--- src/fbp_pkg.sv ---
// Package for the flash block-protection host: map, codes, timing and carriers
package fbp_pkg;
    localparam int ADDR_W = 26;
    localparam int DQ_W = 16;
    // APB register offsets (byte addresses, one 32-bit word each)
    localparam logic [7:0] REG_CTRL = 8'h00;
    localparam logic [7:0] REG_ADDR = 8'h04;
    localparam logic [7:0] REG_DATA = 8'h08;
    localparam logic [7:0] REG_CFG = 8'h0c;
    localparam logic [7:0] REG_PWD_LO = 8'h10;
    localparam logic [7:0] REG_PWD_HI = 8'h14;
    localparam logic [7:0] REG_STATUS = 8'h18;
    localparam logic [7:0] REG_RDATA = 8'h1c;
    // Field positions
    localparam int CTRL_OP_LSB = 0;
    localparam int CFG_BYTE_BIT = 0;
    localparam int ST_BUSY_BIT = 0;
    localparam int ST_ERR_BIT = 1;
    localparam int ST_WAIT_BIT = 2;
    localparam int ST_MODE_LSB = 4;
    // Operation codes written to CTRL
    localparam logic [3:0] OP_ENTER = 4'h1;
    localparam logic [3:0] OP_EXIT_PROT = 4'h2;
    localparam logic [3:0] OP_EXIT_EXT = 4'h3;
    localparam logic [3:0] OP_PROGRAM = 4'h4;
    localparam logic [3:0] OP_PROGRAM_EXT = 4'h5;
    localparam logic [3:0] OP_CLEAR_ALL = 4'h6;
    localparam logic [3:0] OP_READ = 4'h7;
    localparam logic [3:0] OP_READ_PWD = 4'h8;
    localparam logic [3:0] OP_UNLOCK = 4'h9;
    // Flash command bytes and unlock addresses
    localparam logic [15:0] CMD_AA = 16'h00aa;
    localparam logic [15:0] CMD_55 = 16'h0055;
    localparam logic [15:0] CMD_PROG = 16'h00a0;
    localparam logic [15:0] CMD_EXIT1 = 16'h0090;
    localparam logic [15:0] CMD_EXIT2 = 16'h0000;
    localparam logic [15:0] CMD_CLR1 = 16'h0080;
    localparam logic [15:0] CMD_CLR2 = 16'h0030;
    localparam logic [15:0] CMD_UNL1 = 16'h0025;
    localparam logic [15:0] CMD_UNL2 = 16'h0003;
    localparam logic [15:0] CMD_UNL_END = 16'h0029;
    localparam logic [7:0] ENT_LOCKREG = 8'h40;
    localparam logic [7:0] ENT_PWD = 8'h60;
    localparam logic [7:0] ENT_NV = 8'hc0;
    localparam logic [7:0] ENT_LOCKBIT = 8'h50;
    localparam logic [7:0] ENT_VOL = 8'he0;
    localparam logic [7:0] ENT_EXT = 8'h88;
    localparam logic [ADDR_W-1:0] UA1_X16 = 26'h555;
    localparam logic [ADDR_W-1:0] UA2_X16 = 26'h2aa;
    localparam logic [ADDR_W-1:0] UA1_X8 = 26'haaa;
    localparam logic [ADDR_W-1:0] UA2_X8 = 26'h555;
    localparam logic [ADDR_W-1:0] EXT_EXIT_A3 = 26'h555;
    // Timing: figures in ns, counts in cycles of pclk
    localparam int CLK_NS = 8;
    localparam int T_WE_NS = 40;
    localparam int T_ACC_NS = 110;
    localparam int T_REC_NS = 20;
    localparam int T_UNLOCK_NS = 6000;
    localparam int SYNC_CYC = 2;
    localparam logic [7:0] WE_CYC = 8'((T_WE_NS + CLK_NS - 1) / CLK_NS);
    localparam logic [7:0] ACC_CYC = 8'((T_ACC_NS + CLK_NS - 1) / CLK_NS + SYNC_CYC);
    localparam logic [7:0] REC_CYC = 8'((T_REC_NS + CLK_NS - 1) / CLK_NS);
    localparam logic [9:0] UNLOCK_CYC = 10'((T_UNLOCK_NS + CLK_NS - 1) / CLK_NS);
    typedef enum logic [2:0] {MD_READ, MD_LOCKREG, MD_PWD, MD_NV, MD_LOCKBIT, MD_VOL, MD_EXT} fbp_mode_e;
    typedef enum logic [1:0] {ST_IDLE, ST_SETUP, ST_STROBE, ST_RECOVER} fbp_state_e;
    // One flash bus cycle of a command sequence
    typedef struct packed {
        logic rd;
        logic last;
        logic [ADDR_W-1:0] a;
        logic [DQ_W-1:0] d;
    } fbp_step_s;
endpackage : fbp_pkg

--- src/fbp_flash_host.sv ---
// Host controller that drives flash block-protection command sequences from APB
//Contract
//- A mode stays entered until its matching exit; host tracks it.
//- Register and password reads are plain read cycles with CE and OE low.
//- Password is programmed word by word at consecutive password addresses.
//- Password portions may move in any order if all 64 bits move.
//- Unlock ends at cycle 11 (x8) or 7 (x16); password read at 8 or 4.
//- Unlock attempts are spaced by at least 6 us; earlier ones are refused.
module fbp_flash_host
    import fbp_pkg::*;
(
    input wire logic pclk,
    input wire logic presetn,
    input wire logic psel,
    input wire logic penable,
    input wire logic pwrite,
    input wire logic [7:0] paddr,
    input wire logic [31:0] pwdata,
    output logic [31:0] prdata,
    output logic pready,
    output logic pslverr,
    output logic flash_ce_n,
    output logic flash_oe_n,
    output logic flash_we_n,
    output logic flash_byte_n,
    output logic [ADDR_W-2:0] flash_addr,
    output logic byte_select_line,
    output logic [DQ_W-1:0] flash_dq_out,
    input wire logic [DQ_W-1:0] flash_dq_in,
    output logic flash_dq_oe_n
);
    logic [ADDR_W-1:0] addr_reg;
    logic [DQ_W-1:0] data_reg;
    logic byte_mode;
    logic [63:0] pwd;
    logic [DQ_W-1:0] rdata;
    logic err;
    fbp_mode_e mode;
    fbp_state_e state;
    logic [3:0] op_q;
    logic [3:0] idx;
    logic [7:0] cnt;
    logic [9:0] unl_wait;
    fbp_step_s step;
    logic [DQ_W-1:0] dq_s1;
    logic [DQ_W-1:0] dq_s2;
    logic apb_acc;
    logic apb_wr;
    logic start_req;
    logic start_ok;
    logic seq_done;
    logic capture;

    // Password byte or word k of the 64-bit value
    function automatic logic [DQ_W-1:0] pwd_part(input logic [63:0] p, input logic bm, input logic [3:0] k);
        pwd_part = bm ? {8'h00, p[8*k[2:0] +: 8]} : p[16*k[1:0] +: 16];
    endfunction : pwd_part

    // Number of password portions: eight bytes or four words
    function automatic logic [3:0] pwd_cnt(input logic bm);
        pwd_cnt = bm ? 4'd8 : 4'd4;
    endfunction : pwd_cnt

    // Mode that an entry code selects; unknown codes map to read
    function automatic fbp_mode_e code_mode(input logic [7:0] c);
        case (c)
            ENT_LOCKREG: code_mode = MD_LOCKREG;
            ENT_PWD: code_mode = MD_PWD;
            ENT_NV: code_mode = MD_NV;
            ENT_LOCKBIT: code_mode = MD_LOCKBIT;
            ENT_VOL: code_mode = MD_VOL;
            ENT_EXT: code_mode = MD_EXT;
            default: code_mode = MD_READ;
        endcase
    endfunction : code_mode

    // Whether an operation is defined in the current mode
    function automatic logic op_legal(input logic [3:0] o, input fbp_mode_e m, input logic [7:0] c,
                                      input logic waiting);
        case (o)
            OP_ENTER: op_legal = (m == MD_READ) && (code_mode(c) != MD_READ);
            OP_EXIT_PROT: op_legal = (m != MD_READ) && (m != MD_EXT);
            OP_EXIT_EXT: op_legal = (m == MD_EXT);
            OP_PROGRAM: op_legal = (m != MD_READ) && (m != MD_EXT);
            OP_PROGRAM_EXT: op_legal = (m == MD_EXT);
            OP_CLEAR_ALL: op_legal = (m == MD_NV);
            OP_READ: op_legal = 1'b1;
            OP_READ_PWD: op_legal = (m == MD_PWD);
            OP_UNLOCK: op_legal = (m == MD_PWD) && !waiting;
            default: op_legal = 1'b0;
        endcase
    endfunction : op_legal

    // Address, data and direction of bus cycle i of operation o
    function automatic fbp_step_s seq_step(input logic [3:0] o, input logic [3:0] i, input logic bm,
                                           input logic [ADDR_W-1:0] a, input logic [DQ_W-1:0] d,
                                           input logic [63:0] p);
        logic [ADDR_W-1:0] u1;
        logic [ADDR_W-1:0] u2;
        logic [3:0] n;
        u1 = bm ? UA1_X8 : UA1_X16;
        u2 = bm ? UA2_X8 : UA2_X16;
        n = pwd_cnt(bm);
        seq_step = '0;
        case (o)
            OP_ENTER, OP_EXIT_EXT, OP_PROGRAM_EXT: begin
                case (i)
                    4'd0: seq_step = '{1'b0, 1'b0, u1, CMD_AA};
                    4'd1: seq_step = '{1'b0, 1'b0, u2, CMD_55};
                    4'd2: begin
                        if (o == OP_ENTER) begin
                            seq_step = '{1'b0, 1'b1, u1, {8'h00, d[7:0]}};
                        end else if (o == OP_EXIT_EXT) begin
                            seq_step = '{1'b0, 1'b0, EXT_EXIT_A3, CMD_EXIT1};
                        end else begin
                            seq_step = '{1'b0, 1'b0, u1, CMD_PROG};
                        end
                    end
                    default: seq_step = (o == OP_EXIT_EXT) ? fbp_step_s'{1'b0, 1'b1, '0, CMD_EXIT2}
                                                           : fbp_step_s'{1'b0, 1'b1, a, d};
                endcase
            end
            OP_EXIT_PROT: seq_step = (i == 4'd0) ? fbp_step_s'{1'b0, 1'b0, '0, CMD_EXIT1}
                                                 : fbp_step_s'{1'b0, 1'b1, '0, CMD_EXIT2};
            OP_PROGRAM: seq_step = (i == 4'd0) ? fbp_step_s'{1'b0, 1'b0, '0, CMD_PROG}
                                               : fbp_step_s'{1'b0, 1'b1, a, d};
            OP_CLEAR_ALL: seq_step = (i == 4'd0) ? fbp_step_s'{1'b0, 1'b0, '0, CMD_CLR1}
                                                 : fbp_step_s'{1'b0, 1'b1, '0, CMD_CLR2};
            OP_READ: seq_step = '{1'b1, 1'b1, a, '0};
            OP_READ_PWD: seq_step = '{1'b1, i == n - 4'd1, ADDR_W'(i), '0};
            OP_UNLOCK: begin
                if (i == 4'd0) begin
                    seq_step = '{1'b0, 1'b0, '0, CMD_UNL1};
                end else if (i == 4'd1) begin
                    seq_step = '{1'b0, 1'b0, '0, CMD_UNL2};
                end else if (i < n + 4'd2) begin
                    seq_step = '{1'b0, 1'b0, ADDR_W'(i - 4'd2), pwd_part(p, bm, i - 4'd2)};
                end else begin
                    seq_step = '{1'b0, 1'b1, '0, CMD_UNL_END};
                end
            end
            default: seq_step = '{1'b0, 1'b1, '0, '0};
        endcase
    endfunction : seq_step

    assign apb_acc = psel && penable && pready;
    assign apb_wr = apb_acc && pwrite;
    assign start_req = apb_wr && (paddr == REG_CTRL);
    assign start_ok = start_req && (state == ST_IDLE) &&
                      op_legal(pwdata[CTRL_OP_LSB +: 4], mode, data_reg[7:0], unl_wait != '0);
    assign step = seq_step(op_q, idx, byte_mode, addr_reg, data_reg, pwd);
    assign seq_done = (state == ST_RECOVER) && (cnt == 8'd1) && step.last;
    assign capture = (state == ST_STROBE) && (cnt == 8'd1) && step.rd;

    // Two-flop synchroniser on the data pins; only the second stage is read
    always_ff @(posedge pclk or negedge presetn) begin
        if (!presetn) begin
            dq_s1 <= '0;
            dq_s2 <= '0;
        end else begin
            dq_s1 <= flash_dq_in;
            dq_s2 <= dq_s1;
        end
    end

    // APB answer: one wait state, so every access completes on its second access cycle
    always_ff @(posedge pclk or negedge presetn) begin
        if (!presetn) begin
            pready <= 1'b0;
            pslverr <= 1'b0;
            prdata <= '0;
        end else begin
            pready <= psel && penable && !pready;
            pslverr <= psel && penable && !pready && (paddr > REG_RDATA || paddr[1:0] != 2'b00);
            prdata <= '0;
            if (psel && penable && !pready && !pwrite) begin
                case (paddr)
                    REG_ADDR: prdata <= 32'(addr_reg);
                    REG_DATA: prdata <= 32'(data_reg);
                    REG_CFG: prdata <= 32'(byte_mode);
                    REG_PWD_LO: prdata <= pwd[31:0];
                    REG_PWD_HI: prdata <= pwd[63:32];
                    REG_STATUS: prdata <= {25'h0, mode, 1'b0, unl_wait != '0, err, state != ST_IDLE};
                    REG_RDATA: prdata <= 32'(rdata);
                    default: prdata <= '0;
                endcase
            end
        end
    end

    // Software-owned settings
    always_ff @(posedge pclk or negedge presetn) begin
        if (!presetn) begin
            addr_reg <= '0;
            data_reg <= '0;
            byte_mode <= 1'b0;
            flash_byte_n <= 1'b1;
        end else if (apb_wr) begin
            if (paddr == REG_ADDR) addr_reg <= pwdata[ADDR_W-1:0];
            if (paddr == REG_DATA) data_reg <= pwdata[DQ_W-1:0];
            if (paddr == REG_CFG) begin
                byte_mode <= pwdata[CFG_BYTE_BIT];
                flash_byte_n <= !pwdata[CFG_BYTE_BIT]; // Pin has its own flop, no gate after it
            end
        end
    end

    // Password holding register: software fills it, a password read refills it portion by portion
    always_ff @(posedge pclk or negedge presetn) begin
        if (!presetn) begin
            pwd <= '1;
        end else if (capture && op_q == OP_READ_PWD) begin
            if (byte_mode) begin
                pwd[8*idx[2:0] +: 8] <= dq_s2[7:0];
            end else begin
                pwd[16*idx[1:0] +: 16] <= dq_s2;
            end
        end else if (apb_wr && paddr == REG_PWD_LO) begin
            pwd[31:0] <= pwdata;
        end else if (apb_wr && paddr == REG_PWD_HI) begin
            pwd[63:32] <= pwdata;
        end
    end

    // Sticky error: a refused start sets it, writing one clears it; the set wins
    always_ff @(posedge pclk or negedge presetn) begin
        if (!presetn) begin
            err <= 1'b0;
        end else if (start_req && !start_ok) begin
            err <= 1'b1;
        end else if (apb_wr && paddr == REG_STATUS && pwdata[ST_ERR_BIT]) begin
            err <= 1'b0;
        end
    end

    // Mode tracking; only a finished entry or exit sequence moves it
    always_ff @(posedge pclk or negedge presetn) begin
        if (!presetn) begin
            mode <= MD_READ;
        end else if (seq_done) begin
            if (op_q == OP_ENTER) mode <= code_mode(data_reg[7:0]);
            if (op_q == OP_EXIT_PROT || op_q == OP_EXIT_EXT) mode <= MD_READ;
        end
    end

    // Spacing after an unlock; also covers the device's own unlock time
    always_ff @(posedge pclk or negedge presetn) begin
        if (!presetn) begin
            unl_wait <= '0;
        end else if (seq_done && op_q == OP_UNLOCK) begin
            unl_wait <= UNLOCK_CYC;
        end else if (unl_wait != '0) begin
            unl_wait <= unl_wait - 10'd1;
        end
    end

    // Bus-cycle sequencer: setup, strobe, recovery for each step
    always_ff @(posedge pclk or negedge presetn) begin
        if (!presetn) begin
            state <= ST_IDLE;
            op_q <= '0;
            idx <= '0;
            cnt <= '0;
            rdata <= '0;
            flash_ce_n <= 1'b1;
            flash_oe_n <= 1'b1;
            flash_we_n <= 1'b1;
            flash_dq_oe_n <= 1'b1;
            flash_addr <= '0;
            byte_select_line <= 1'b0;
            flash_dq_out <= '0;
        end else begin
            case (state)
                ST_IDLE: begin
                    if (start_ok) begin
                        op_q <= pwdata[CTRL_OP_LSB +: 4];
                        idx <= '0;
                        state <= ST_SETUP;
                    end
                end
                ST_SETUP: begin
                    flash_addr <= byte_mode ? step.a[ADDR_W-1:1] : step.a[ADDR_W-2:0];
                    byte_select_line <= byte_mode & step.a[0];
                    flash_dq_out <= {8'h00, step.d[7:0]} | (op_q == OP_READ || step.rd ? '0 : step.d & 16'hff00);
                    flash_dq_oe_n <= step.rd;
                    flash_ce_n <= 1'b0;
                    cnt <= (step.rd ? ACC_CYC : WE_CYC) + 8'd1;
                    state <= ST_STROBE;
                end
                ST_STROBE: begin
                    cnt <= cnt - 8'd1;
                    flash_we_n <= step.rd || (cnt == 8'd1);
                    flash_oe_n <= !step.rd || (cnt == 8'd1);
                    if (capture && op_q == OP_READ) rdata <= dq_s2;
                    if (cnt == 8'd1) begin
                        cnt <= REC_CYC;
                        state <= ST_RECOVER;
                    end
                end
                ST_RECOVER: begin
                    cnt <= cnt - 8'd1;
                    if (cnt == 8'd1) begin
                        flash_ce_n <= 1'b1;
                        flash_dq_oe_n <= 1'b1;
                        idx <= idx + 4'd1;
                        state <= step.last ? ST_IDLE : ST_SETUP;
                    end
                end
                default: state <= ST_IDLE;
            endcase
        end
    end

    // Helper: cycles since the last unlock finished, saturating; independent of unl_wait
    logic [9:0] unl_gap;
    always_ff @(posedge pclk or negedge presetn) begin
        if (!presetn) begin
            unl_gap <= '1;
        end else if (seq_done && op_q == OP_UNLOCK) begin
            unl_gap <= '0;
        end else if (unl_gap != '1) begin
            unl_gap <= unl_gap + 10'd1;
        end
    end
endmodule : fbp_flash_host

--- config.mk ---
export PLATFORM = sky130hd
export DESIGN_NAME = fbp_flash_host
export DESIGN_NICKNAME = d
export VERILOG_FILES = /design/src/fbp_pkg.sv /design/src/fbp_flash_host.sv
export SDC_FILE = /design/constraint.sdc
export NUM_CORES = 1
export LEC_CHECK = 0
export BUFFER_PORTS_ARGS = -buffer_cell sky130_fd_sc_hd__buf_4
export CAP_MARGIN = 40
export CORE_AREA = 2 2 206 208
export DETAILED_ROUTE_END_ITERATION = 7
export DIE_AREA = 0 0 208 210
export HOLD_SLACK_MARGIN = 0.05
export SYNTH_ARGS = -nofsm -noshare
export SYNTH_HDL_FRONTEND = slang
export SYNTH_SLANG_ARGS = --single-unit
--- constraint.sdc ---
create_clock -name pclk -period 7 [get_ports pclk]
set_clock_uncertainty 0.15 [all_clocks]
set_input_delay 1.05 -clock pclk [delete_from_list [all_inputs] [get_ports pclk]]
set_output_delay 1.05 -clock pclk [all_outputs]
set_load 0.005 [all_outputs]
==> run summary <==
post-CTS setup buffers - 0
critical-path maximum fanout - 48
violated checks - DRC
Top Usage Layer GRT - met2
HP Class - register to register
Achievable Freq - 261.8 MHz
register-to-register path setup slack - 3180 ps
Worst Reg-to-Reg Cells - 9
Tot GR Track Use - 23.32%
Seq cells post-synth - 268
max reg flops - 64
startpoint types - register
RR Startpoint - byte_mode$_DFFE_PN0P_
Hold Fails Final Rpt - 0
GP Congestion - 0.9960
PwrDens - 292.3 nW/um2
global route total overflow - 0
ratio of cells with drive above 1 in the final layout - 29.52%
vias in the first global route - 11,970
Pre-antenna DRT Iters - 8
status - finished, violations left
NumNets Final - 1,586
Slew Limit Headroom - 40.11%
Hold EP - dq_s2[8]$_DFF_PN0_
Mapped Area - 14,370 um2
CTS root buf - clkbuf_16
Worst Max-Slew Pin Slew - 898.3 ps
crit path kind - register to register
Clock Power Share - 36.7%
combinational share of power - 27.5%
Leakage - 0.007278 uW
Initial Util - 34.64%
Vias - 12,300
final cell count without fillers - 2,071
routed length per instance - 25.06 um
Die Wd - 208 um
met3 usage - 6.064%
setup TNS - 0 ps
max capacitance violation total - 0
Post-Syn Area per Cell - 10.23 um2
sequential fraction of design power - 35.8%
RSZ-0062 raised after global routing - no
dpl hpwl - 37,390 um
largest net degree at the start of global routing - 127
antenna violations before repair - 2
Synth area leader - dfrtp_1
first-pass GRT wire length - 77,620 um
setup slack after layout - 3180 ps
Placement Setup Slack - 3203 ps
Placeable Area - 41,480 um2
TritonCTS clock tree - done
IO Pins - 142
H-tree Lvls - 1
period utilization - 54.56%
Total Wirelength - 51,890 um
worst-skew pair later-pin latency - 610 ps
cts bufs inserted - 31
GR Layer Usage met1 - 30.56%
via/cell ratio - 5.939
Most used DFF post-synth - dfrtp_1
top post-synthesis cells by area - dfrtp_1, dfstp_2, mux2_2
fillcell total - 4,068
Ys Warns - 0
GR met2 Demand/Resource - 35.73%
max-slew violations - 0
switch share - 33.25%
R2R Path End - flash_dq_out[15]$_DFFE_PN0P_
Synth top area share - 34.66%
DRC viols - 33
Critical Path RT - 7360 ps
final setup violation count - 0
Mapped Nets - 1,485
Post-synth EDFFs - 0
arrival time at the worst endpoint - 4180 ps
post-cts sizing count - 0
sequential area share after synthesis - 47.28%
NetSw - 1663 uW
Die Ht - 210 um
VDD IR max - 0.0002141 V
Hold Path Origin - dq_s1[8]$_DFF_PN0_
Clock Tree Buf Depth - 3
Internal - 3339 uW
die area - 43,680 um2
worst hold path depth - 0
CTS clk-pin slew, worst paths - 70 ps
DRT iter0 DRCs - 1,497
Post-synth ARST share - 100.0%
Row Count - 75
clock sinks - 268
Cells after DPL - 2,012
Cell variety after synth - 85
Port-buffer cells - 141
post-synthesis cell count - 1,405
Hold-fix buffers, CTS - 0
Critical Path End Type - register
Final min period - 3820 ps
ANT nets after route - 0
area grow syn2layout - 19.11%
==> layer usage <==
layer,vias up,wire (um)
met1,6032,20740
li1,5419,-
met2,689,23100
met5,-,11
met4,2,3142
met3,157,4890
==> power groups by stage <==
stage	logic, uW	registers (uW)	clock network [uW]
final	1370	1790	1830
after global routing	1490	1810	1930
after CTS	1370	1790	1870
after detailed placement	1360	1820	0
after global placement	1360	1820	0
after floorplan	905	1790	0
==> placed cells by master (no fill, tap or decap), drive strengths merged, types with 5 or more instances in the layout <==
cell and instances:
nand3 30, o221ai 5, nor3b 5, or2 7, nand3b 7, o211ai 6, and3 7, inv 20
a31oi 26, xnor2 9, bufinv 8, nor2b 12, nand4 9, dfstp 69, a211oi 11, nand2b 11
or3 7, a21oi 143, dfrtp 199, clkbuf 35, nand2 109, a221oi 9, a222oi 12, o31ai 9
nor3 24, o2bb2ai 11, nor2 165, nor4 9, mux2i 10, a22oi 85, o21ai 57, clkinv 13
xor2 9, and2 11, mux4 32, mux2 91, ha 19, buf 169, a21o 8
==> critical path: stages (launching register included) <==
cell	delay, ps
dfrtp_1	320
buf_4	440
clkinv_1	630
ha_1	510
a21oi_1	160
and2_1	300
nand2_1	230
nor2_1	560
a22oi_1	210
o2bb2ai_1	170
==> cell type report <==
class	count	area (um2)	area share, %
diodes	1	2.502	0.01462
clock buffers	35	800.8	4.679
clock inverters	23	357.8	2.091
inverters	20	75.07	0.4387
multi-input cells	1016	7081	41.38
flip-flops and latches	268	6794	39.70
well taps	539	674.4	3.941
repair buffers	169	1328	7.758
==> through the flow <==
stage               hold WS (ps)  total power (uW)  util [%]  cell area (um2)
detailed placement         184.7              3178     38.46            15950
CTS                        198.6              5033     41.25            17110
global route               204.3              5234     41.25            17110
finish                     195.6              5002     41.26            17110
global placement           183.4              3176     38.18            15840
floorplan                  181.2              2693         -            14370
==> synthesized netlist by cell type (all sizes together), types with 7 or more instances <==
cell type,instances
buf,42
xnor2,9
nor4,9
or2,7
o2bb2ai,11
o31ai,9
a211oi,11
o21ai,57
a21o,8
dfstp,69
and3,7
clkbuf,59
nor3,24
nand4,9
a31oi,26
a222oi,12
a21oi,143
ha,19
and2,11
nand2,109
or3,7
inv,19
nor2b,12
mux2i,10
mux4,32
nor2,165
a22oi,85
nand3b,7
nand2b,11
dfrtp,199
a221oi,9
xor2,9
mux2,91
nand3,30
==> worst max-delay path by stage <==
stage	start	end	slack [ps]
CTS	idx[1]$_DFFE_PN0P_	flash_dq_out[3]$_DFFE_PN0P_	3190
detailed placement	idx[1]$_DFFE_PN0P_	flash_dq_out[3]$_DFFE_PN0P_	3200
finish	byte_mode$_DFFE_PN0P_	flash_dq_out[15]$_DFFE_PN0P_	3180
global placement	paddr[4]	pwd[27]$_DFFE_PN1P_	2920
floorplan	idx[1]$_DFFE_PN0P_	flash_dq_out[4]$_DFFE_PN0P_	4000
global route	byte_mode$_DFFE_PN0P_	unl_wait[8]$_DFFE_PN0P_	2920
==> cells by family (layout without fill, tap and decap cells) <==
family | count (synthesis) | after routing | synth area share (%)
AND/OR/NAND/NOR | 427 | 427 | 14.37
AO/OA/AOI/OAI | 419 | 419 | 19.12
flip-flops | 268 | 268 | 47.28
multiplexers | 133 | 133 | 12.85
buffers and inverters | 121 | 247 | 3.631
adder cells (fa/ha/maj) | 19 | 19 | 1.655
XOR/XNOR | 18 | 18 | 1.097
other | 0 | 1 | 0
Power figures use the tool's default switching activity.
